<file path="src/adc_ctl_defs.vh">
// constants for the pipelined converter output control block
// Contract
// - encode high when positive exceeds negative
// - track while low, freeze at rising edge
// - new sample on every encode rising edge
// - sample word appears five encode cycles later
// - adjacent stages work in opposite phases
// - align stage results, combine in correction
// - ten bit word, bit 9 most significant
// - range flag high on over or under range
// - normal: output enable low drives outputs
// - power down: hi-z, nap or sleep
// - config level picks coding and stabilizer
`ifndef ADC_CTL_DEFS_VH
`define ADC_CTL_DEFS_VH
`define WORD_W 10
`define IN_W 12
`define STAGES 5
`define HALF_STEPS 10
`define CODE_MAX 12'sh1ff
`define CODE_MIN -12'sh200
`define CODE_MID 10'h200
`define DIGIT_W 2
`define REG_STATUS 4'h0
`define REG_IRQ_EN 4'h4
`define REG_IRQ_CLR 4'h8
`define REG_STATE 4'hc
`define EV_W 3
`define EV_SAMPLE 0
`define EV_RANGE 1
`define EV_MODE 2
`define MODE_NORMAL 2'h0
`define MODE_NAP 2'h1
`define MODE_SLEEP 2'h2
`define CFG_OB_OFF 2'h0
`define CFG_OB_ON 2'h1
`define CFG_TC_ON 2'h2
`define CFG_TC_OFF 2'h3
`define ST_WORD_LSB 0
`define ST_RANGE_BIT 10
`define ST_MODE_LSB 11
`define ST_TWOS_BIT 13
`define ST_STAB_BIT 14
`endif

</file>
<file path="src/adc_output_control.v">
// converter pipeline, output drivers, mode pins and register slave
`timescale 1ns/1ps
`include "adc_ctl_defs.vh"
module adc_output_control (
    input wire CLK, // 250 MHz clock
    input wire RST_N, // synchronous reset, active low
    input wire ENCODE_POS, // encode input, positive
    input wire ENCODE_NEG, // encode input, negative
    input wire signed [11:0] ANALOG_IN, // digitized analog level, two's complement
    input wire POWER_DOWN_SELECT, // power-down select pin
    input wire OUTPUT_ENABLE_N, // output enable, active low
    input wire [1:0] CONFIG_LEVEL, // config pin level: 0, 1/3, 2/3, full
    output reg [9:0] SAMPLE_BITS, // sample word
    output reg [9:0] SAMPLE_BITS_OE, // drive enable per sample bit
    output reg RANGE_FLAG, // over/under range
    output reg RANGE_FLAG_OE, // drive enable for range flag
    output reg SAMPLE_STROBE, // data valid strobe
    output reg SAMPLE_STROBE_OE, // drive enable for strobe
    input wire [3:0] AVS_ADDRESS, // byte address
    input wire AVS_READ, // read request
    input wire AVS_WRITE, // write request
    input wire [31:0] AVS_WRITEDATA, // write data
    output reg [31:0] AVS_READDATA, // read data
    output reg AVS_WAITREQUEST, // stall
    output reg IRQ // level interrupt
);
    reg phase_prev_ff;
    reg [9:0] res_ff [0:9];
    reg [9:0] acc_ff [0:9];
    reg [9:0] ovr_ff;
    reg [9:0] held_code_ff;
    reg held_ovr_ff;
    reg [1:0] mode_ff;
    reg [`EV_W-1:0] status_ff;
    reg [`EV_W-1:0] irq_en_ff;
    wire phase_now;
    wire rise;
    wire fall;
    wire running;
    wire stage_hold;
    wire twos;
    wire stab_on;
    reg [1:0] nxt_mode;
    reg [9:0] nxt_code;
    reg nxt_ovr;
    wire [9:0] corrected;
    wire [9:0] coded;
    wire bus_req;
    wire bus_done;
    wire [`EV_W-1:0] events;
    reg [`EV_W-1:0] nxt_status;
    wire [31:0] state_word;
    reg [31:0] nxt_rdata;
    wire ev_sample;
    wire ev_range;
    wire ev_mode;
    wire pins_drive;
    wire last_ovr;
    wire clr_hit;

    // power states, in the same codes as the state register field
    localparam ST_RUN = `MODE_NORMAL;
    localparam ST_NAP = `MODE_NAP;
    localparam ST_SLEEP = `MODE_SLEEP;

    assign phase_now = ENCODE_POS & ~ENCODE_NEG;
    assign rise = phase_now & ~phase_prev_ff;
    assign fall = ~phase_now & phase_prev_ff;
    assign running = (mode_ff == ST_RUN);
    // stages only move while converting; nap and sleep freeze the pipeline
    assign stage_hold = ~running;
    // outputs drive only in normal operation with the enable pin low
    assign pins_drive = ~POWER_DOWN_SELECT & ~OUTPUT_ENABLE_N;
    assign last_ovr = ovr_ff[`HALF_STEPS-1];

    assign twos = (CONFIG_LEVEL == `CFG_TC_ON) | (CONFIG_LEVEL == `CFG_TC_OFF);
    assign stab_on = (CONFIG_LEVEL == `CFG_OB_ON) | (CONFIG_LEVEL == `CFG_TC_ON);

    // the pins are static straps, so the state follows them one clock later
    always @* begin
        nxt_mode = ST_RUN;
        case ({POWER_DOWN_SELECT, OUTPUT_ENABLE_N})
            2'b10: begin
                nxt_mode = ST_NAP;
            end
            2'b11: begin
                nxt_mode = ST_SLEEP;
            end
            default: begin
                nxt_mode = ST_RUN;
            end
        endcase
    end

    // clamp the input into the offset-binary code space, flag out-of-range
    always @* begin
        nxt_ovr = 1'b0;
        nxt_code = ANALOG_IN[9:0] ^ `CODE_MID;
        if (ANALOG_IN > `CODE_MAX) begin
            nxt_ovr = 1'b1;
            nxt_code = {`WORD_W{1'b1}};
        end else if (ANALOG_IN < `CODE_MIN) begin
            nxt_ovr = 1'b1;
            nxt_code = {`WORD_W{1'b0}};
        end
    end

    always @(posedge CLK) begin
        if (!RST_N) begin
            phase_prev_ff <= 1'b0;
            mode_ff <= ST_RUN;
        end else begin
            phase_prev_ff <= phase_now;
            mode_ff <= nxt_mode;
        end
    end

    // sampler follows the input while encode is low, frozen while high;
    // at a detected rise it still holds the last value tracked while low
    always @(posedge CLK) begin
        if (!RST_N) begin
            held_code_ff <= {`WORD_W{1'b0}};
            held_ovr_ff <= 1'b0;
        end else if (!phase_now && running) begin
            held_code_ff <= nxt_code;
            held_ovr_ff <= nxt_ovr;
        end
    end

    // half-step i loads on rise (even i) or fall (odd i): neighbours work in
    // opposite phases, each odd half-step resolving one digit of the word
    genvar i;
    generate
        for (i = 0; i < `HALF_STEPS; i = i + 1) begin : g_half
            if (i == 0) begin : g_first
                always @(posedge CLK) begin
                    if (!RST_N) begin
                        res_ff[i] <= {`WORD_W{1'b0}};
                        acc_ff[i] <= {`WORD_W{1'b0}};
                        ovr_ff[i] <= 1'b0;
                    end else if (!stage_hold && rise) begin
                        // frozen sample enters the first stage
                        res_ff[i] <= held_code_ff;
                        acc_ff[i] <= {`WORD_W{1'b0}};
                        ovr_ff[i] <= held_ovr_ff;
                    end
                end
            end else if ((i % 2) == 1) begin : g_resolve
                always @(posedge CLK) begin
                    if (!RST_N) begin
                        res_ff[i] <= {`WORD_W{1'b0}};
                        acc_ff[i] <= {`WORD_W{1'b0}};
                        ovr_ff[i] <= 1'b0;
                    end else if (!stage_hold && fall) begin
                        // stage quantizes its digit, residue shifted up
                        res_ff[i] <= {res_ff[i-1][7:0], 2'b00};
                        acc_ff[i] <= acc_ff[i-1] |
                            ({8'h00, res_ff[i-1][9:8]} << (8 - (i - 1)));
                        ovr_ff[i] <= ovr_ff[i-1];
                    end
                end
            end else begin : g_pass
                // residue handed on in the opposite phase to its neighbours
                always @(posedge CLK) begin
                    if (!RST_N) begin
                        res_ff[i] <= {`WORD_W{1'b0}};
                        acc_ff[i] <= {`WORD_W{1'b0}};
                        ovr_ff[i] <= 1'b0;
                    end else if (!stage_hold && rise) begin
                        res_ff[i] <= res_ff[i-1];
                        acc_ff[i] <= acc_ff[i-1];
                        ovr_ff[i] <= ovr_ff[i-1];
                    end
                end
            end
        end
    endgenerate

    assign corrected = acc_ff[`HALF_STEPS-1];
    assign coded = twos ? (corrected ^ `CODE_MID) : corrected;

    // word and flag are one register stage, loaded only on a detected rise
    always @(posedge CLK) begin
        if (!RST_N) begin
            SAMPLE_BITS <= {`WORD_W{1'b0}};
            RANGE_FLAG <= 1'b0;
        end else if (rise && running) begin
            // word and flag change together, fifth rise after sampling
            SAMPLE_BITS <= coded;
            RANGE_FLAG <= last_ovr;
        end
    end

    always @(posedge CLK) begin
        if (!RST_N) begin
            SAMPLE_STROBE <= 1'b0;
        end else begin
            // strobe falls mid-cycle while data is stable for the capture side
            SAMPLE_STROBE <= running & phase_now;
        end
    end

    // enables are registered so that every pin leaves a flip-flop
    always @(posedge CLK) begin
        if (!RST_N) begin
            SAMPLE_BITS_OE <= {`WORD_W{1'b0}};
            RANGE_FLAG_OE <= 1'b0;
            SAMPLE_STROBE_OE <= 1'b0;
        end else begin
            SAMPLE_BITS_OE <= {`WORD_W{pins_drive}};
            RANGE_FLAG_OE <= pins_drive;
            SAMPLE_STROBE_OE <= pins_drive;
        end
    end

    // register slave: one stall cycle, answer in the second
    assign bus_req = AVS_READ | AVS_WRITE;
    assign bus_done = bus_req & ~AVS_WAITREQUEST;
    assign ev_sample = rise & running;
    assign ev_range = rise & running & last_ovr;
    // a pin change that moves the power state is reported as well
    assign ev_mode = (nxt_mode != mode_ff);
    assign events = {ev_mode, ev_range, ev_sample};
    assign clr_hit = AVS_WRITE & bus_done & (AVS_ADDRESS == `REG_IRQ_CLR);
    assign state_word = {17'h00000, stab_on, twos, mode_ff, RANGE_FLAG, SAMPLE_BITS};

    always @* begin
        nxt_status = status_ff;
        if (clr_hit) begin
            nxt_status = status_ff & ~AVS_WRITEDATA[`EV_W-1:0];
        end
        // a new event wins over a clear in the same cycle
        nxt_status = nxt_status | events;
    end

    // unmapped offsets and the write-only clear register read as zero
    always @* begin
        nxt_rdata = 32'h00000000;
        case (AVS_ADDRESS)
            `REG_STATUS: begin
                nxt_rdata = {29'h00000000, status_ff};
            end
            `REG_IRQ_EN: begin
                nxt_rdata = {29'h00000000, irq_en_ff};
            end
            `REG_STATE: begin
                nxt_rdata = state_word;
            end
            default: begin
                nxt_rdata = 32'h00000000;
            end
        endcase
    end

    always @(posedge CLK) begin
        if (!RST_N) begin
            AVS_WAITREQUEST <= 1'b1;
            AVS_READDATA <= 32'h00000000;
        end else begin
            // one stall cycle per request, then one answer cycle
            AVS_WAITREQUEST <= ~(bus_req & AVS_WAITREQUEST);
            if (AVS_READ && AVS_WAITREQUEST) begin
                AVS_READDATA <= nxt_rdata;
            end
        end
    end

    always @(posedge CLK) begin
        if (!RST_N) begin
            irq_en_ff <= {`EV_W{1'b0}};
        end else if (AVS_WRITE && bus_done && AVS_ADDRESS == `REG_IRQ_EN) begin
            irq_en_ff <= AVS_WRITEDATA[`EV_W-1:0];
        end
    end

    // the line is registered from the next status, so it never glitches
    always @(posedge CLK) begin
        if (!RST_N) begin
            status_ff <= {`EV_W{1'b0}};
            IRQ <= 1'b0;
        end else begin
            status_ff <= nxt_status;
            IRQ <= |(nxt_status & irq_en_ff);
        end
    end
endmodule

</file>
<file path="config.mk">
export PLATFORM = sky130hd
export DESIGN_NAME = adc_output_control
export DESIGN_NICKNAME = d
export VERILOG_FILES = /design/src/adc_output_control.v
export VERILOG_INCLUDE_DIRS = /design/src
export SDC_FILE = /design/constraint.sdc
export NUM_CORES = 1
export LEC_CHECK = 0
export BUFFER_PORTS_ARGS = -buffer_cell sky130_fd_sc_hd__buf_4
export CORE_ASPECT_RATIO = 0.75
export CORE_UTILIZATION = 40
export CTS_CLUSTER_SIZE = 8
export DETAILED_ROUTE_END_ITERATION = 8
export HOLD_SLACK_MARGIN = 0.12
export SETUP_SLACK_MARGIN = 0.05
export SLEW_MARGIN = 0
export SYNTH_ARGS = -nofsm -noshare
export SYNTH_HDL_FRONTEND = slang
export SYNTH_SLANG_ARGS = --single-unit
</file>
<file path="constraint.sdc">
create_clock -name CLK -period 5.1 [get_ports CLK]
set_clock_uncertainty 0.2 [all_clocks]
set_input_delay 0.255 -clock CLK [delete_from_list [all_inputs] [get_ports CLK]]
set_output_delay 0.255 -clock CLK [all_outputs]
set_load 0.05 [all_outputs]
</file>
After elaboration in Yosys (flattened, before gate mapping)
Memory sizes are Yosys's and may differ from the RTL's.
Index checks and enable logic that the tools add are counted.
{"block": "totals", "register_bits": 78, "ramBits": 200, "input_bits": 58, "mem_count": 2}
{"name": "acc_ff", "depth": 10, "width": 10, "read_ports": 10, "rd_ports_with_merged_regs": 0, "write_ports": 10, "line_no": "adc_output_control.v:29", "source": "reg [9:0] acc_ff [0:9];"}
{"name": "res_ff", "depth": 10, "width": 10, "read_ports": 9, "rd_ports_with_merged_regs": 0, "write_ports": 10, "line_no": "adc_output_control.v:28", "source": "reg [9:0] res_ff [0:9];"}
{"block": "op_classes", "order_cmp": 2, "n_eq_ne": 9, "n_mux": 35, "bitwise_logic": 52, "n_reduce_logical": 10}
{"cell": "10-bit 2-to-1 mux", "count": 23}
{"cell": "15-bit one-hot mux with 3 select lines", "count": 1}
{"cell": "1-bit bitwise OR", "count": 23}
{"cell": "12-bit by 10-bit greater-than comparator with 1-bit output (second input constant)", "count": 1}
{"cell": "12-bit by 10-bit less-than comparator with 1-bit output (second input constant)", "count": 1}
{"cell": "1-bit bitwise AND", "count": 11}
{"cell": "10-bit bitwise OR", "count": 1}
{"cell": "10-bit by 2-bit bitwise OR with 10-bit output", "count": 1}
{"cell": "10-bit by 4-bit bitwise OR with 10-bit output", "count": 1}
{"cell": "10-bit by 6-bit bitwise OR with 10-bit output", "count": 1}
{"cell": "10-bit by 8-bit bitwise OR with 10-bit output", "count": 1}
{"cell": "1-bit 2-to-1 mux", "count": 9}
{"cell": "1-bit NOT", "count": 9}
{"cell": "2-bit == test (second input constant)", "count": 4}
{"cell": "4-bit == test (second input constant)", "count": 2}
{"cell": "3-bit bitwise AND", "count": 2}
{"cell": "1-bit logical AND", "count": 6}
{"cell": "4-bit by 3-bit == test with 1-bit output (second input constant)", "count": 1}
{"cell": "4-bit logical NOT", "count": 1}
{"cell": "2-bit one-hot mux with 2 select lines", "count": 1}
{"cell": "3-bit 2-to-1 mux", "count": 1}
{"cell": "3-bit NOT", "count": 1}
{"cell": "3-bit bitwise OR", "count": 1}
{"cell": "3-bit OR reduction", "count": 1}
{"cell": "4 further kinds", "count": 4}

Longest topological paths before layout
{"block": "logic_depth", "word_depth": 9, "ltp_mapped": 6, "ltp_nobuf": 6}

Least setup slack after synthesis
Ideal clock, no wire load.
{"block": "synth_path", "path_kind": "register to register", "startpoint": "register mode_ff[1]", "endpoint": "memory acc_ff[2][8], in the netlist acc_ff[1][8] (enable)", "setup_ps": 409, "t_arrival_ps": 2164, "required_ps": 4491, "path_slack_ps": 2327, "path_stages_with_launch": 5, "path_buffers": 1, "period_less_slack_ps": 2773, "path_cell_list": "dfxtp_1 > nor3_2 > nand2_1 > buf_2 > nand2_1"}
{"item": "start, declared", "line_no": "adc_output_control.v:33", "source": "reg [1:0] mode_ff;"}
{"item": "start signal, assigned", "line_no": "adc_output_control.v:114", "source": "mode_ff <= nxt_mode;"}
{"item": "end, declared", "line_no": "adc_output_control.v:29"}

==> impl_results.md <==
- Share of cells above drive strength 1: 18.8%
- Area share of fa/ha/maj cells after synthesis: 0.392%
- Synthesized area per cell: 12.7 um^2
- Setup_tns: 0 ps
- First-pass GRT wire length: 17900 um
- MaxCap Viol Count: 0
- Dpl ws: 1870 ps
- Slowest stage delay, CP: 1070 ps
- Total power: 2.90 mW
- Wire per inst: 13.5 um
- TritonCTS buffer count: 17
- Final WS setup: 1860 ps
- Total wire length: 10900 um
- Cell area after layout: 7780 um^2
- DP HPWL: 6100 um
- # IOs: 116
- Worst Hold Endpoint: held_ovr_ff$_SDFFE_PN0P_
- Critical path endpoint category: flip-flop
- Final Max Tran Viols: 0
- Synth unique cells: 45
- Die area: 16500 um^2
- CTS H-Tree Depth: 4
- Critical Path Source Type: flip-flop
- Crit path max fanout: 53
- Via/cell ratio: 4.80
- Fin nets: 647
- Simple-gate share of the synthesized area: 18.2%
- Finished Core Util: 50.5%
- Area delta synth->final: 22.0%
- # diodes: 0
- Crit Reg-Reg Endpoint: acc_ff[4][6]$_SDFFCE_PN0P_
- Max Clock Freq: 309 MHz
- Initial antenna violation count: 0
- CP cell instances: nor3_4 > buf_4 > nand2_1 > nand2_2
- Setup violators final: 0
- Hold Violations, Final: 0
- CTS tree: yes
- Worst vdd ir: 241 uV
- Worst R2R Start: mode_ff[1]$_SDFF_PN0_
- Die W: 148 um
- Sequential share of the synthesized area: 65.9%
- FF+latch count, synth: 160
- Worst slew pin tran: 1170 ps
- Largest family of logic cells by synthesized area: simple AND/OR/NAND/NOR gates
- Critical-path top delay cell: nand2_2
- Worst Path Arrival: 3060 ps
- Gate Count Post-Synth: 504
- Tot GR Track Use: 14.3%
- XOR/XNOR Fraction of Synth Area: 0.137%
- Ys flop type: edfxtp_1
- Power Density: 373 nW/um^2
- FF+latch area: 4200 um^2
- PortBufs: 69
- Starting DRT DRC Count: 222
- Crit path required time: 4930 ps
- Maximum buffer depth of the clock tree: 2
- CP bufs+invs: 1
- Total number of vias: 3861
- Gpl congestion: 0.769
- FF-to-FF path depth: 4
- Area post-placement: 6860 um^2
- Setup Crit Path Kind: reg2reg
- Root buffer cell: clkbuf_16
- Crit share post-route: 63.4%
- Max-slew headroom: 21.7%
- WHS Path Cells: 5
- DRT Pass-1 Iters: 4
- Row cnt: 39
- Commonest non-fill, non-tap cell in the layout: edfxtp_1
- Delay-heaviest family, CP: simple AND/OR/NAND/NOR gates
- Yosys Warn Count: 0
- P_leak: 3.18 nW
- Post_cts resized: 0
- Clk sinks: 160
- Layout filler cell count: 1392
- HP Start: ANALOG_IN[9]
- Vias in the first global route: 3611
- Hold Path Class: in2reg
- Fin crit period: 3240 ps
- DR DRC count: 0
- Final ANT Viol Nets: 0
- Number of synthesized flops with an enable pin: 100
- Asr flop ratio synth: 0%
- Clock latency on the worst-skew pair: 420 ps
- Outcome: completed
- Overall die height: 111 um
- # Post-CTS Setup Buffers: 0
- Mux cell area share after synthesis: 0.470%
- Starting density of the core: 41.4%
- RSZ-0062 raised after global routing: false
- Synth Area in Compound Gates: 8.57%
- Post-Syn Area: 6380 um^2
- Multi-input gate area: 1850 um^2
- Grt ovf: 0
- Core area: 15400 um^2
- Most frequent cells in the layout: 100 x edfxtp_1, 71 x buf_4, 60 x dfxtp_1
- R2R Setup Slk: 1860 ps
- Clock transition at path regs: 70 ps
- Pin count of the biggest net entering global routing: 61
## tightest hold or removal path: stages
cell     delay (ps)
buf_4           110
nor2_1           70
nor2_1          130
inv_1            80
a21oi_1          60
## stage by stage
stage,hold WS (ps),cells
after floorplan,130,520
after global placement,236,739
after CTS,121,805
final,138,805
after detailed placement,239,739
after global routing,163,805
## cell type report
| cell class | count | share of cell area [%] |
|---|---|---|
| Clock inverter | 13 | 1.78 |
| Timing Repair Buffer | 105 | 11.2 |
| Multi-Input combinational cell | 297 | 23.7 |
| Clock buffer | 19 | 5.69 |
| Tap cell | 205 | 3.29 |
| Sequential cell | 160 | 54.0 |
| Inverter | 6 | 0.289 |
## where the power goes
part,switching (mW),internal (mW)
combinational,0.145,0.0729
clock,0.503,0.733
sequential,0.0174,1.43
## cell families after synthesis
kind of cell,count (synthesis)
AND/OR/NAND/NOR,200
flip-flops,160
AO/OA/AOI/OAI,74
buffers and inverters,63
multiplexers,3
adder cells (fa/ha/maj),2
other,1
XOR/XNOR,1
## routing by layer
layer | part of all wire (%) | wire [um] | global-route usage (%)
met4 | 1.4 | 154 | 5.98
met3 | 4.2 | 457 | 3.93
met1 | 45 | 4850 | 17.6
met2 | 50 | 5420 | 23.6
met5 | 0 | 0 | 0
## worst max-delay path by stage
stage	start	endpoint	slack, ps	cells past startpoint
final	mode_ff[1]$_SDFF_PN0_	acc_ff[4][6]$_SDFFCE_PN0P_	1860	4
after CTS	mode_ff[1]$_SDFF_PN0_	res_ff[2][6]$_SDFFCE_PN0P_	1850	4
after detailed placement	mode_ff[1]$_SDFF_PN0_	acc_ff[4][3]$_SDFFCE_PN0P_	1870	4
after floorplan	mode_ff[1]$_SDFF_PN0_	acc_ff[1][8]$_SDFFCE_PN0P_	2330	4
after global routing	mode_ff[1]$_SDFF_PN0_	acc_ff[3][6]$_SDFFCE_PN0P_	1630	4
after global placement	mode_ff[1]$_SDFF_PN0_	acc_ff[4][4]$_SDFFCE_PN0P_	1950	4
## Yosys cell counts, types with 3 or more instances
| cell | n | share of area [%] |
|---|---|---|
| edfxtp_1 | 100 | 47 |
| dfxtp_1 | 60 | 19 |
| and3_1 | 52 | 5.1 |
| and2_1 | 51 | 5.0 |
| nand2_1 | 51 | 3.0 |
| buf_4 | 30 | 3.5 |
| a21boi_1 | 29 | 3.4 |
| nor2b_1 | 20 | 2.0 |
| clkbuf_1 | 19 | 1.1 |
| a22oi_1 | 11 | 1.3 |
| o21ai_1 | 10 | 0.78 |
| buf_6 | 7 | 1.2 |
| inv_1 | 6 | 0.35 |
| a22o_1 | 5 | 0.69 |
| nand3_1 | 5 | 0.39 |
| nor2_1 | 4 | 0.24 |
| o21ai_0 | 4 | 0.31 |
| a2bb2oi_1 | 3 | 0.41 |
| a31oi_1 | 3 | 0.29 |
| mux2i_1 | 3 | 0.47 |
| nor3b_1 | 3 | 0.35 |
## sequential cells by signal (all words and copies together), names as in the netlist
signal and cells:
last_ovr 1, phase_prev_ff 1, SAMPLE_STROBE 1, held_code_ff 10
SAMPLE_STROBE_OE 1, AVS_WAITREQUEST 1, mode_ff 2, status_ff 3
acc_ff 50, IRQ 1, ovr_ff 9, RANGE_FLAG 1
SAMPLE_BITS 10, AVS_READDATA 15, res_ff 50, irq_en_ff 3
held_ovr_ff 1
## repair_timing
action | 4_1_cts | 5_1_grt
hold endpoints to repair | 37 | 0
endpoints found under the setup margin | 0 | 0
hold buffers | 34 | 0
Power figures use the tool's default switching activity.
